===== config.mk =====
export PLATFORM = sky130hd
export DESIGN_NAME = rdf_ctrl
export DESIGN_NICKNAME = d
export VERILOG_FILES = /design/src/rdf_pkg.sv /design/src/rdf_fill.sv /design/src/rdf_ctrl.sv
export SDC_FILE = /design/constraint.sdc
export NUM_CORES = 1
export LEC_CHECK = 0
export BUFFER_PORTS_ARGS = -buffer_cell sky130_fd_sc_hd__buf_4
export CAP_MARGIN = 20
export CORE_MARGIN = 4
export CORE_UTILIZATION = 46
export CTS_CLUSTER_SIZE = 10
export DETAILED_ROUTE_END_ITERATION = 10
export GPL_TIMING_DRIVEN = 0
export PLACE_DENSITY = 0.8
export SLEW_MARGIN = 5
export SYNTH_ARGS = -nofsm -noshare
export SYNTH_HDL_FRONTEND = slang
export SYNTH_SLANG_ARGS = --single-unit

===== constraint.sdc =====
create_clock -name hclk -period 2.09 [get_ports hclk]
set_input_delay 0.1045 -clock hclk [delete_from_list [all_inputs] [get_ports hclk]]
set_output_delay 0.1045 -clock hclk [all_outputs]
set_load 0.01 [all_outputs]

===== src/rdf_pkg.sv =====
// Purpose: shared constants for the reverse data fifo control block
// Assumes: 32-bit AHB-Lite register access, one word per register
// Notes:   printed offsets are register indexes; byte address is index times four
package rdf_pkg;
    // register indexes and byte addresses
    localparam logic [31:0] RDF_CTRL_IDX  = 32'h01ff823a;
    localparam logic [31:0] RDF_STAT_IDX  = 32'h01ff8240;
    localparam logic [31:0] RDF_MASK_IDX  = 32'h01ff8241;
    localparam logic [31:0] RDF_CTRL_ADDR = RDF_CTRL_IDX << 2;
    localparam logic [31:0] RDF_STAT_ADDR = RDF_STAT_IDX << 2;
    localparam logic [31:0] RDF_MASK_ADDR = RDF_MASK_IDX << 2;

    // control/status field positions
    localparam int RDF_ENABLED_BIT = 15;
    localparam int RDF_REQ_BIT     = 14;
    localparam int RDF_READY_BIT   = 13;
    localparam int RDF_THR_LSB     = 10;
    localparam int RDF_OUTPTR_LSB  = 8;
    localparam int RDF_HFULL_BIT   = 6;
    localparam int RDF_BPRES_BIT   = 5;
    localparam int RDF_QTY_LSB     = 2;
    localparam int RDF_INPTR_LSB   = 0;

    // interrupt status / mask bit positions
    localparam int RDF_EV_REQ = 0;
    localparam int RDF_EV_TC  = 1;
    localparam int RDF_EV_OVF = 2;
    localparam int RDF_EV_UDF = 3;
    localparam int RDF_NEV    = 4;

    // reset values and limits
    localparam logic [2:0]         RDF_THR_RST  = 3'h0;
    localparam logic [2:0]         RDF_THR_MAX  = 3'h4;
    localparam logic [2:0]         RDF_DEPTH    = 3'h4;
    localparam logic [1:0]         RDF_HOLD_TWO = 2'h2;
    localparam logic [RDF_NEV-1:0] RDF_MASK_RST = 4'h0;
endpackage : rdf_pkg


===== src/rdf_fill.sv =====
// Purpose: fill level, halfword slot pointers and holding register occupancy
// Assumes: hw_wr and byte_rd are one-cycle strobes from same-clock logic
// Notes:   the halfword data storage itself lives outside this module
`timescale 1ns/1ps
module rdf_fill
    import rdf_pkg::*;
(
    input  wire logic       hclk,         // system clock
    input  wire logic       hresetn,      // async reset, active low
    input  wire logic       en,           // fifo enabled
    input  wire logic       hw_wr,        // halfword written into fifo
    input  wire logic       byte_rd,      // byte taken by the port logic
    output logic [2:0]      qty,          // halfwords held, 0..4
    output logic [1:0]      in_ptr,       // next slot to write
    output logic [1:0]      out_ptr,      // next slot to read
    output logic            hold_full,    // two bytes in holding register
    output logic            byte_pres,    // one byte in holding register
    output logic            ovf,          // write refused, fifo full or off
    output logic            udf           // read with holding register empty
);
    typedef struct packed {
        logic [2:0] qty;
        logic [1:0] in_ptr;
        logic [1:0] out_ptr;
        logic [1:0] hold;
        logic       ovf;
        logic       udf;
    } rdf_fill_t;

    rdf_fill_t s_q, s_d;
    logic      acc_wr, load, take;

    always_comb begin
        acc_wr = en && hw_wr && (s_q.qty < RDF_DEPTH);
        load   = en && (s_q.hold == 2'h0) && (s_q.qty != 3'h0);
        take   = en && byte_rd && (s_q.hold != 2'h0);
        s_d     = s_q;
        s_d.ovf = hw_wr && !acc_wr;
        s_d.udf = byte_rd && !take;
        if (!en) begin
            s_d.qty     = 3'h0;
            s_d.in_ptr  = 2'h0;
            s_d.out_ptr = 2'h0;
            s_d.hold    = 2'h0;
        end else begin
            // quantity kept within 0..4
            if (acc_wr && !load) begin
                s_d.qty = s_q.qty + 3'h1;
            end else if (load && !acc_wr) begin
                s_d.qty = s_q.qty - 3'h1;
            end
            if (acc_wr) begin
                s_d.in_ptr = s_q.in_ptr + 2'h1;
            end
            if (load) begin
                s_d.out_ptr = s_q.out_ptr + 2'h1;
                s_d.hold    = RDF_HOLD_TWO;
            end else if (take) begin
                s_d.hold = s_q.hold - 2'h1;
            end
        end
    end

    always_ff @(posedge hclk or negedge hresetn) begin
        if (!hresetn) begin
            s_q <= '0;
        end else begin
            s_q <= s_d;
        end
    end

    assign qty       = s_q.qty;
    assign in_ptr    = s_q.in_ptr;
    assign out_ptr   = s_q.out_ptr;
    assign hold_full = (s_q.hold == RDF_HOLD_TWO);
    assign byte_pres = (s_q.hold == 2'h1);
    assign ovf       = s_q.ovf;
    assign udf       = s_q.udf;
endmodule : rdf_fill


===== src/rdf_ctrl.sv =====
// Purpose: reverse data fifo control/status, dma request and interrupts
// Assumes: partner strobes and levels come from logic on hclk
// Notes:   AHB-Lite slave with zero wait states, response always OKAY
// Contract
// - the enabled bit follows the local enable, but stays set while a dma transfer is running.
// - the data-request bit shows the dma request, set when the threshold is met, cleared by terminal count.
// - once raised the request stays until removed, while dma or the processor services the fifo.
// - the request compares fill quantity against a 3-bit threshold of 1 to 4; zero gives no transfers.
//
// Decided for this implementation: register access over AHB-Lite.
`timescale 1ns/1ps
module rdf_ctrl
    import rdf_pkg::*;
(
    input  wire logic        hclk,               // system clock
    input  wire logic        hresetn,            // async reset, active low
    input  wire logic        hsel,               // slave select
    input  wire logic [31:0] haddr,              // byte address
    input  wire logic [1:0]  htrans,             // transfer type
    input  wire logic        hwrite,             // write when high
    input  wire logic [2:0]  hsize,              // transfer size
    input  wire logic [31:0] hwdata,             // write data
    input  wire logic        hready,             // bus ready
    output logic             hreadyout,          // slave ready
    output logic             hresp,              // response, always okay
    output logic [31:0]      hrdata,             // read data
    input  wire logic        local_enable_input, // fifo enable from port logic
    input  wire logic        dma_busy,           // dma transfer executing
    input  wire logic        dma_terminal_count, // dma terminal count
    input  wire logic        hw_wr,              // halfword written by dma or cpu
    input  wire logic        byte_rd,            // byte taken by port logic
    output logic             dma_req,            // dma data request
    output logic             fifo_ready,         // fifo can accept a halfword
    output logic             irq                 // interrupt, active high level
);
    typedef struct packed {
        logic               en;
        logic [2:0]         thr;
        logic               req;
        logic               meet;
        logic [RDF_NEV-1:0] st;
        logic [RDF_NEV-1:0] mask;
        logic               wr_ctrl;
        logic               wr_mask;
        logic [31:0]        rdata;
    } rdf_ctrl_t;

    rdf_ctrl_t          s_q, s_d;
    logic [2:0]         qty;
    logic [1:0]         in_ptr, out_ptr;
    logic               hold_full, byte_pres, ovf, udf;
    logic               addr_ph, meet, rise, rd_stat;
    logic [15:0]        ctrl_word;
    logic [RDF_NEV-1:0] ev;

    rdf_fill u_fill (
        .hclk      (hclk),
        .hresetn   (hresetn),
        .en        (s_q.en),
        .hw_wr     (hw_wr),
        .byte_rd   (byte_rd),
        .qty       (qty),
        .in_ptr    (in_ptr),
        .out_ptr   (out_ptr),
        .hold_full (hold_full),
        .byte_pres (byte_pres),
        .ovf       (ovf),
        .udf       (udf)
    );

    always_comb begin
        addr_ph = hsel && htrans[1] && hready;
        rd_stat = addr_ph && !hwrite && (haddr == RDF_STAT_ADDR);
        // threshold of zero or above four never matches
        meet = s_q.en && (s_q.thr != 3'h0) && (s_q.thr <= RDF_THR_MAX)
               && (qty >= s_q.thr);
        rise = meet && !s_q.meet;
        ctrl_word = 16'h0000;
        ctrl_word[RDF_ENABLED_BIT]                 = s_q.en;
        ctrl_word[RDF_REQ_BIT]                     = s_q.req;
        ctrl_word[RDF_READY_BIT]                   = fifo_ready;
        ctrl_word[RDF_THR_LSB +: 3]                = s_q.thr;
        ctrl_word[RDF_OUTPTR_LSB +: 2]             = out_ptr;
        ctrl_word[RDF_HFULL_BIT]                   = hold_full;
        ctrl_word[RDF_BPRES_BIT]                   = byte_pres;
        ctrl_word[RDF_QTY_LSB +: 3]                = qty;
        ctrl_word[RDF_INPTR_LSB +: 2]              = in_ptr;
        ev = '0;
        ev[RDF_EV_REQ] = rise;
        ev[RDF_EV_TC]  = dma_terminal_count;
        ev[RDF_EV_OVF] = ovf;
        ev[RDF_EV_UDF] = udf;

        s_d = s_q;
        // enable held through a running transfer
        if (local_enable_input) begin
            s_d.en = 1'b1;
        end else if (!dma_busy) begin
            s_d.en = 1'b0;
        end
        s_d.meet = meet;
        // set on reaching threshold, cleared by terminal count; set wins
        s_d.req = rise || (s_q.req && !dma_terminal_count);
        // read clears status; a new event in the same cycle survives
        s_d.st = rd_stat ? ev : (s_q.st | ev);
        // writes land in the data phase; threshold written on any control write, enabled or not
        if (s_q.wr_ctrl) begin
            s_d.thr = hwdata[RDF_THR_LSB +: 3];
        end
        if (s_q.wr_mask) begin
            s_d.mask = hwdata[RDF_NEV-1:0];
        end
        s_d.wr_ctrl = addr_ph && hwrite && (haddr == RDF_CTRL_ADDR);
        s_d.wr_mask = addr_ph && hwrite && (haddr == RDF_MASK_ADDR);
        if (addr_ph && !hwrite) begin
            unique case (haddr)
                RDF_CTRL_ADDR: s_d.rdata = {16'h0000, ctrl_word};
                RDF_STAT_ADDR: s_d.rdata = {{(32-RDF_NEV){1'b0}}, s_q.st};
                RDF_MASK_ADDR: s_d.rdata = {{(32-RDF_NEV){1'b0}}, s_q.mask};
                default:       s_d.rdata = 32'h00000000;
            endcase
        end
    end

    always_ff @(posedge hclk or negedge hresetn) begin
        if (!hresetn) begin
            s_q      <= '0;
            s_q.thr  <= RDF_THR_RST;
            s_q.mask <= RDF_MASK_RST;
        end else begin
            s_q <= s_d;
        end
    end

    assign hreadyout  = 1'b1;
    assign hresp      = 1'b0;
    assign hrdata     = s_q.rdata;
    assign dma_req    = s_q.req;
    assign fifo_ready = s_q.en && (qty < RDF_DEPTH);
    assign irq        = |(s_q.st & s_q.mask);
endmodule : rdf_ctrl


-- Word-level counts from Yosys, hierarchy flattened
Cells that the tools add are included.
- output and inout bits: 37
- word-level logic and storage cells: 81
- input port bits: 79
- memories: 0
- latch bits: 0
- bits in writable memories: 0
- ROM bits: 0
- register bits after elaboration: 59
- multipliers: 0
- shift operators: 0
- equal/unequal tests: 10
- mux-type cells: 11
- add/sub/neg operators: 5
- bitwise logic cells: 2
- reductions and logical operators: 35
- order comparisons: 3
- divide/modulo/power cells: 0
- operators with widths (kind ; count):
    $eq 32x27->1 const B ; 3
    $pmux 16 s3 ; 1
    $logic_and 1x1->1 ; 23
    $mux 9 ; 1
    $mux 2 ; 4
    $logic_not 1->1 ; 6
    $mux 3 ; 2
    $ne 3x1->1 const B ; 2
    $reduce_bool 3->1 ; 2
    $add 2x1->2 const B ; 2
    $and 4x4->4 ; 1
    $mux 4 ; 1
    $ne 2x1->1 const B ; 2
    $or 4x4->4 ; 1
    $reduce_or 4->1 ; 1
    $add 3x1->3 const B ; 1
    $ge 3x3->1 ; 1
    $le 3x3->1 const B ; 1
    $lt 3x3->1 const B ; 1
    $sub 3x1->3 const B ; 1
    $eq 2x1->1 const B ; 1
    $eq 2x2->1 const B ; 1
    $logic_not 2->1 ; 1
    $mux 1 ; 2
    other kinds (4) ; 4

-- Logic depth before layout (Yosys ltp)
- word-level depth: 7
- gate-level depth with buffers: 10
- mapped depth without buffers: 10

-- By module
From an unflattened synthesis, not the netlist that was laid out.
- cell total of the unflattened synthesis: 260
- area, all modules: 2593.7 um^2
- modules (own cells, without submodules) (module ; area each (um^2) ; instances ; sequential area each (um^2) ; cells each):
    rdf_ctrl ; 1853.0 ; 1 ; 775.7 ; 187
    rdf_fill ; 740.7 ; 1 ; 275.3 ; 73

-- Worst setup path before layout
Ideal clock, no wire load.
- path type: flip-flop to flip-flop
- from: register u_fill.s_q[2] (netlist bit)
- to: register u_fill.s_q (netlist bit u_fill.qty[2])
- path slack: 258 ps
- cell stages (with the launch flop): 11
- required time: 2017 ps
- data arrival time: 1759 ps
- library setup time: 73 ps
- buffers on the path: 0
- clock period less this slack: 1832 ps
- path through: dfrtp_1 > inv_1 > ha_1 > o31ai_2 > and3_1 > fa_1 > inv_1 > a21oi_1 > a21oi_1 > a21oi_1 > nor2b_1
- cells in the longest elaborated chain, start to end: 7
- elaborated cells between the ends (all ways): 9
- classes of those cells: 1 x eq/ne; 2 x mux; 6 x reduce/logical
- ends and longest elaborated chain (what ; line ; text):
    start: declaration ; rdf_fill.sv:30 ; rdf_fill_t s_q, s_d;
    start signal: assignment ; rdf_fill.sv:66 ; s_q <= '0;
    start signal: assignment ; rdf_fill.sv:68 ; s_q <= s_d;
    $logic_not 2->1 (*) ; rdf_fill.sv:35 ; load = en && (s_q.hold == 2'h0) && (s_q.qty != 3'h0);
    $logic_and 1x1->1 (*) (2 in a row) ; rdf_fill.sv:35 ;
    $logic_not 1->1 ; rdf_fill.sv:47 ; if (acc_wr && !load) begin
    $logic_and 1x1->1 ; rdf_fill.sv:47 ;
    $mux 3 ; rdf_fill.sv:47 ;
    $mux 9 ; rdf_fill.sv:40 ; if (!en) begin
Every way passes the cells marked *; elsewhere a longest branch is shown, timed or not.
A chain may end at the register's enable or synchronous reset.

-- Final worst setup path
- from: register u_fill.s_q[3] (netlist bit)
- to: register u_fill.s_q (netlist bit u_fill.qty[2])
The elaborated chain is that of the path after synthesis.

==> out/metrics.csv <==
metric;value;unit
outcome;finished, final reports clean;
dominant cells by area after synthesis;dfrtp_1 (45%), buf_4 (11%), nand2_1 (5.3%);
post-placement cell count;387;
Top Ports;116;
Setup Skew;4.77;ps
Max Cap Violations;0;
Vias;1915;
total grt overflow;0;
first-pass GRT wire length;8.69;mm
Logic pwr share;34.2;%
Slew Viols, Final;0;
Die Wd;79.4;um
CTS root buf;clkbuf_8;
Reg area;1050;um^2
Worst Hold Class;input pin to flip-flop;
Diodes inserted;0;
most instantiated cells after synthesis;dfrtp_1 (42), buf_4 (34), nand2_1 (33);
biggest area consumer among synthesized cells;dfrtp_1;
Final Hold Vio Count;0;
slowest CP cell;dfrtp_1;
gr usage total;17.5;%
Int Pwr;1.58;mW
H-tree levels;2;
NumNets Final;419;
P_sw;0.734;mW
PwrDens;736;nW/um^2
Async SR Flop Fraction;100;%
number of global-route vias before repair;1990;
top-area cell type share of the netlist area;44.8;%
count leader, synth;dfrtp_1;
Port Buffer Count;66;
CTS tree;done;
CTS Buffer Depth;2;
Crit Path Category;flip-flop to flip-flop;
actual slew at the worst max-slew pin;516;ps
fin cells;399;
Clk pwr share;22.3;%
Iter 0 DRT Violations;158;
Worst EP arrival;2130;ps
Critical Path, Cell by Cell;inv_1, ha_4, o31ai_4, and3_1, fa_1, inv_1, a21oi_1, a21oi_1, a21oi_1, nor2b_1;
DRC errors left;0;
clock sink count;42;
Skew-Pair Late Insertion Delay;290;ps
Seq/Total Area, Yosys;44.8;%
Site Rows;25;
Final min period;1910;ps
Mapped Cells;237;
final worst-path cycle share;91.2;%
CP delay by family, top;adder cells;
cts bufs inserted;5;
initial antenna violation count;0;
Ys Warns;0;
synthesis-stage register bit count;42;
RePlAce Congestion;0.841;
final setup fails;0;
Buf/Inv on CP;2;
Critical Path End Type;flip-flop;
routed wire length;5.13;mm
Filler Cells Inserted;436;
Avg Cell Area, Syn;9.89;um^2
CP Launch Type;flip-flop;
Sw Share;31.7;%
DP HPWL;4.07;mm
Hold WS;18.0;ps
Final Total Pwr;2.31;mW
most used cell, CP;a21oi_1;
layout cells sized above 1;37.7;%
Unique masters post-synth;44;
Slew headroom;65.3;%
top_reg_cell synth;dfrtp_1;
WL/cell;12.9;um
Vias/cell;4.80;
maximum number of pins on one net before global-route repair;43;
die area;6300;um^2
Worst Path Required;2310;ps
Peak Freq;525;MHz
EDFF count, synth;0;
Max FO, Critical Path;4;
core area;4820;um^2
Reg power frac;43.5;%
Post-Syn Area;2340;um^2
die height;79.4;um
synthesis-to-finish area growth;34.1;%
critical path's largest stage delay;400;ps
drt pass-1 iters;4;
P_leak;1.57;nW
clk slew on worst S/H paths;70;ps
VDD IR-drop max;0.000681;V
Starting Density;48.7;%
ANT nets after route;0;
Multi-input gate area;1060;um^2
## worst paths after layout
| path | start | to | slack (ps) | cells past startpoint |
|---|---|---|---|---|
| setup reg to reg | u_fill.s_q[3]$_DFFE_PN0P_ | u_fill.qty[2]$_DFFE_PN0P_ | 180 | 10 |
| min in group asynchronous | hresetn | s_q[40]$_DFF_PN0_ | 320 | 2 |
| max in group asynchronous | hresetn | hrdata[13]$_DFFE_PN0N_ | 1400 | 2 |
| hold reg to reg | u_fill.udf$_DFF_PN0_ | s_q[41]$_DFF_PN0_ | 440 | 1 |
| hold / removal | dma_busy | ctrl_word[15]$_DFFE_PN0P_ | 20 | 2 |
| setup / recovery | u_fill.s_q[3]$_DFFE_PN0P_ | u_fill.qty[2]$_DFFE_PN0P_ | 180 | 10 |
## per-layer routing
layer / vias to the layer above / wire [um] / global-route usage, %
li1: 955 / - / -
met1: 895 / 2110 / 20.4
met2: 52 / 2580 / 29.5
met3: 13 / 317 / 5.53
met4: 0 / 115 / 7.90
met5: - / 0 / 0
## final cells by class
cell class,instances,share of cell area (%)
Inverter,10,1.19
Buffer,38,8.83
Clock buffer,6,2.63
Sequential cell,42,33.4
Timing Repair Buffer,72,17.4
Tap cell,67,2.67
Multi-Input combinational cell,164,33.8
## sequential cells by signal (all words and copies together), names as in the netlist
signal          flops
u_fill.s_q          2
u_fill.udf          1
s_q                11
dma_req             1
u_fill.ovf          1
u_fill.out_ptr      2
hrdata             15
ctrl_word           4
u_fill.qty          3
u_fill.in_ptr       2
## layout by cell type (no fill, tap or decap), drive strengths merged, types with 3 or more instances in the layout
cell type and count:
inv 10, nor3 4, conb 19, nor4 5, dfrtp 42, nand2 33
xnor2 6, nor2b 7, dlygate4sd3 3, clkbuf 9, o21ai 15, a21oi 8
ha 6, o31ai 4, nand3 5, nor2 6, a21o 7, and2 4
buf 104, nand4 3, mux2 5
## stage by stage
stage	instance area [um^2]	worst slack [ps]	TNS (ps)	util [%]
after floorplan	2410	258	0	-
after global placement	2990	58.0	0	62.0
after detailed placement	2990	-8.81	-8.81	62.0
after CTS	3110	44.5	0	64.6
after global routing	3140	-9.67	-9.67	65.3
final	3140	185	0	65.3
## power by group through the flow
stage                     Combinational, mW  Clock [mW]  Sequential, mW
after floorplan                       0.489           0           0.980
after global placement                0.649           0           0.999
after detailed placement              0.671           0            1.01
after CTS                             0.704       0.527            1.00
after global routing                  0.917       0.561            1.02
final                                 0.792       0.516            1.01
## cell families (layout without fill, tap and decap cells)
group                      after synthesis  in the layout  synth area share (%)
and+or+nand+nor                         80             80                  18.8
buffers and inverters                   48            126                  13.4
AOI/OAI and AO/OA                       44             44                  12.7
DFF                                     42             42                  44.8
adders and majority gates                7              7                  4.06
xor gates and xnor gates                 7              7                  2.61
muxes                                    7              7                  3.25
other                                    2             19                 0.320
## what timing repair did
item / 4_1_cts / 5_1_grt
hold buffers: 3 / 0
hold endpoints to repair: 44 / 0
setup endpoints to repair: 1 / 1
resized for setup: 2 / 2
pin swaps: 0 / 1
setup buffers: 0 / 3
(Power assumes the default switching activity.)
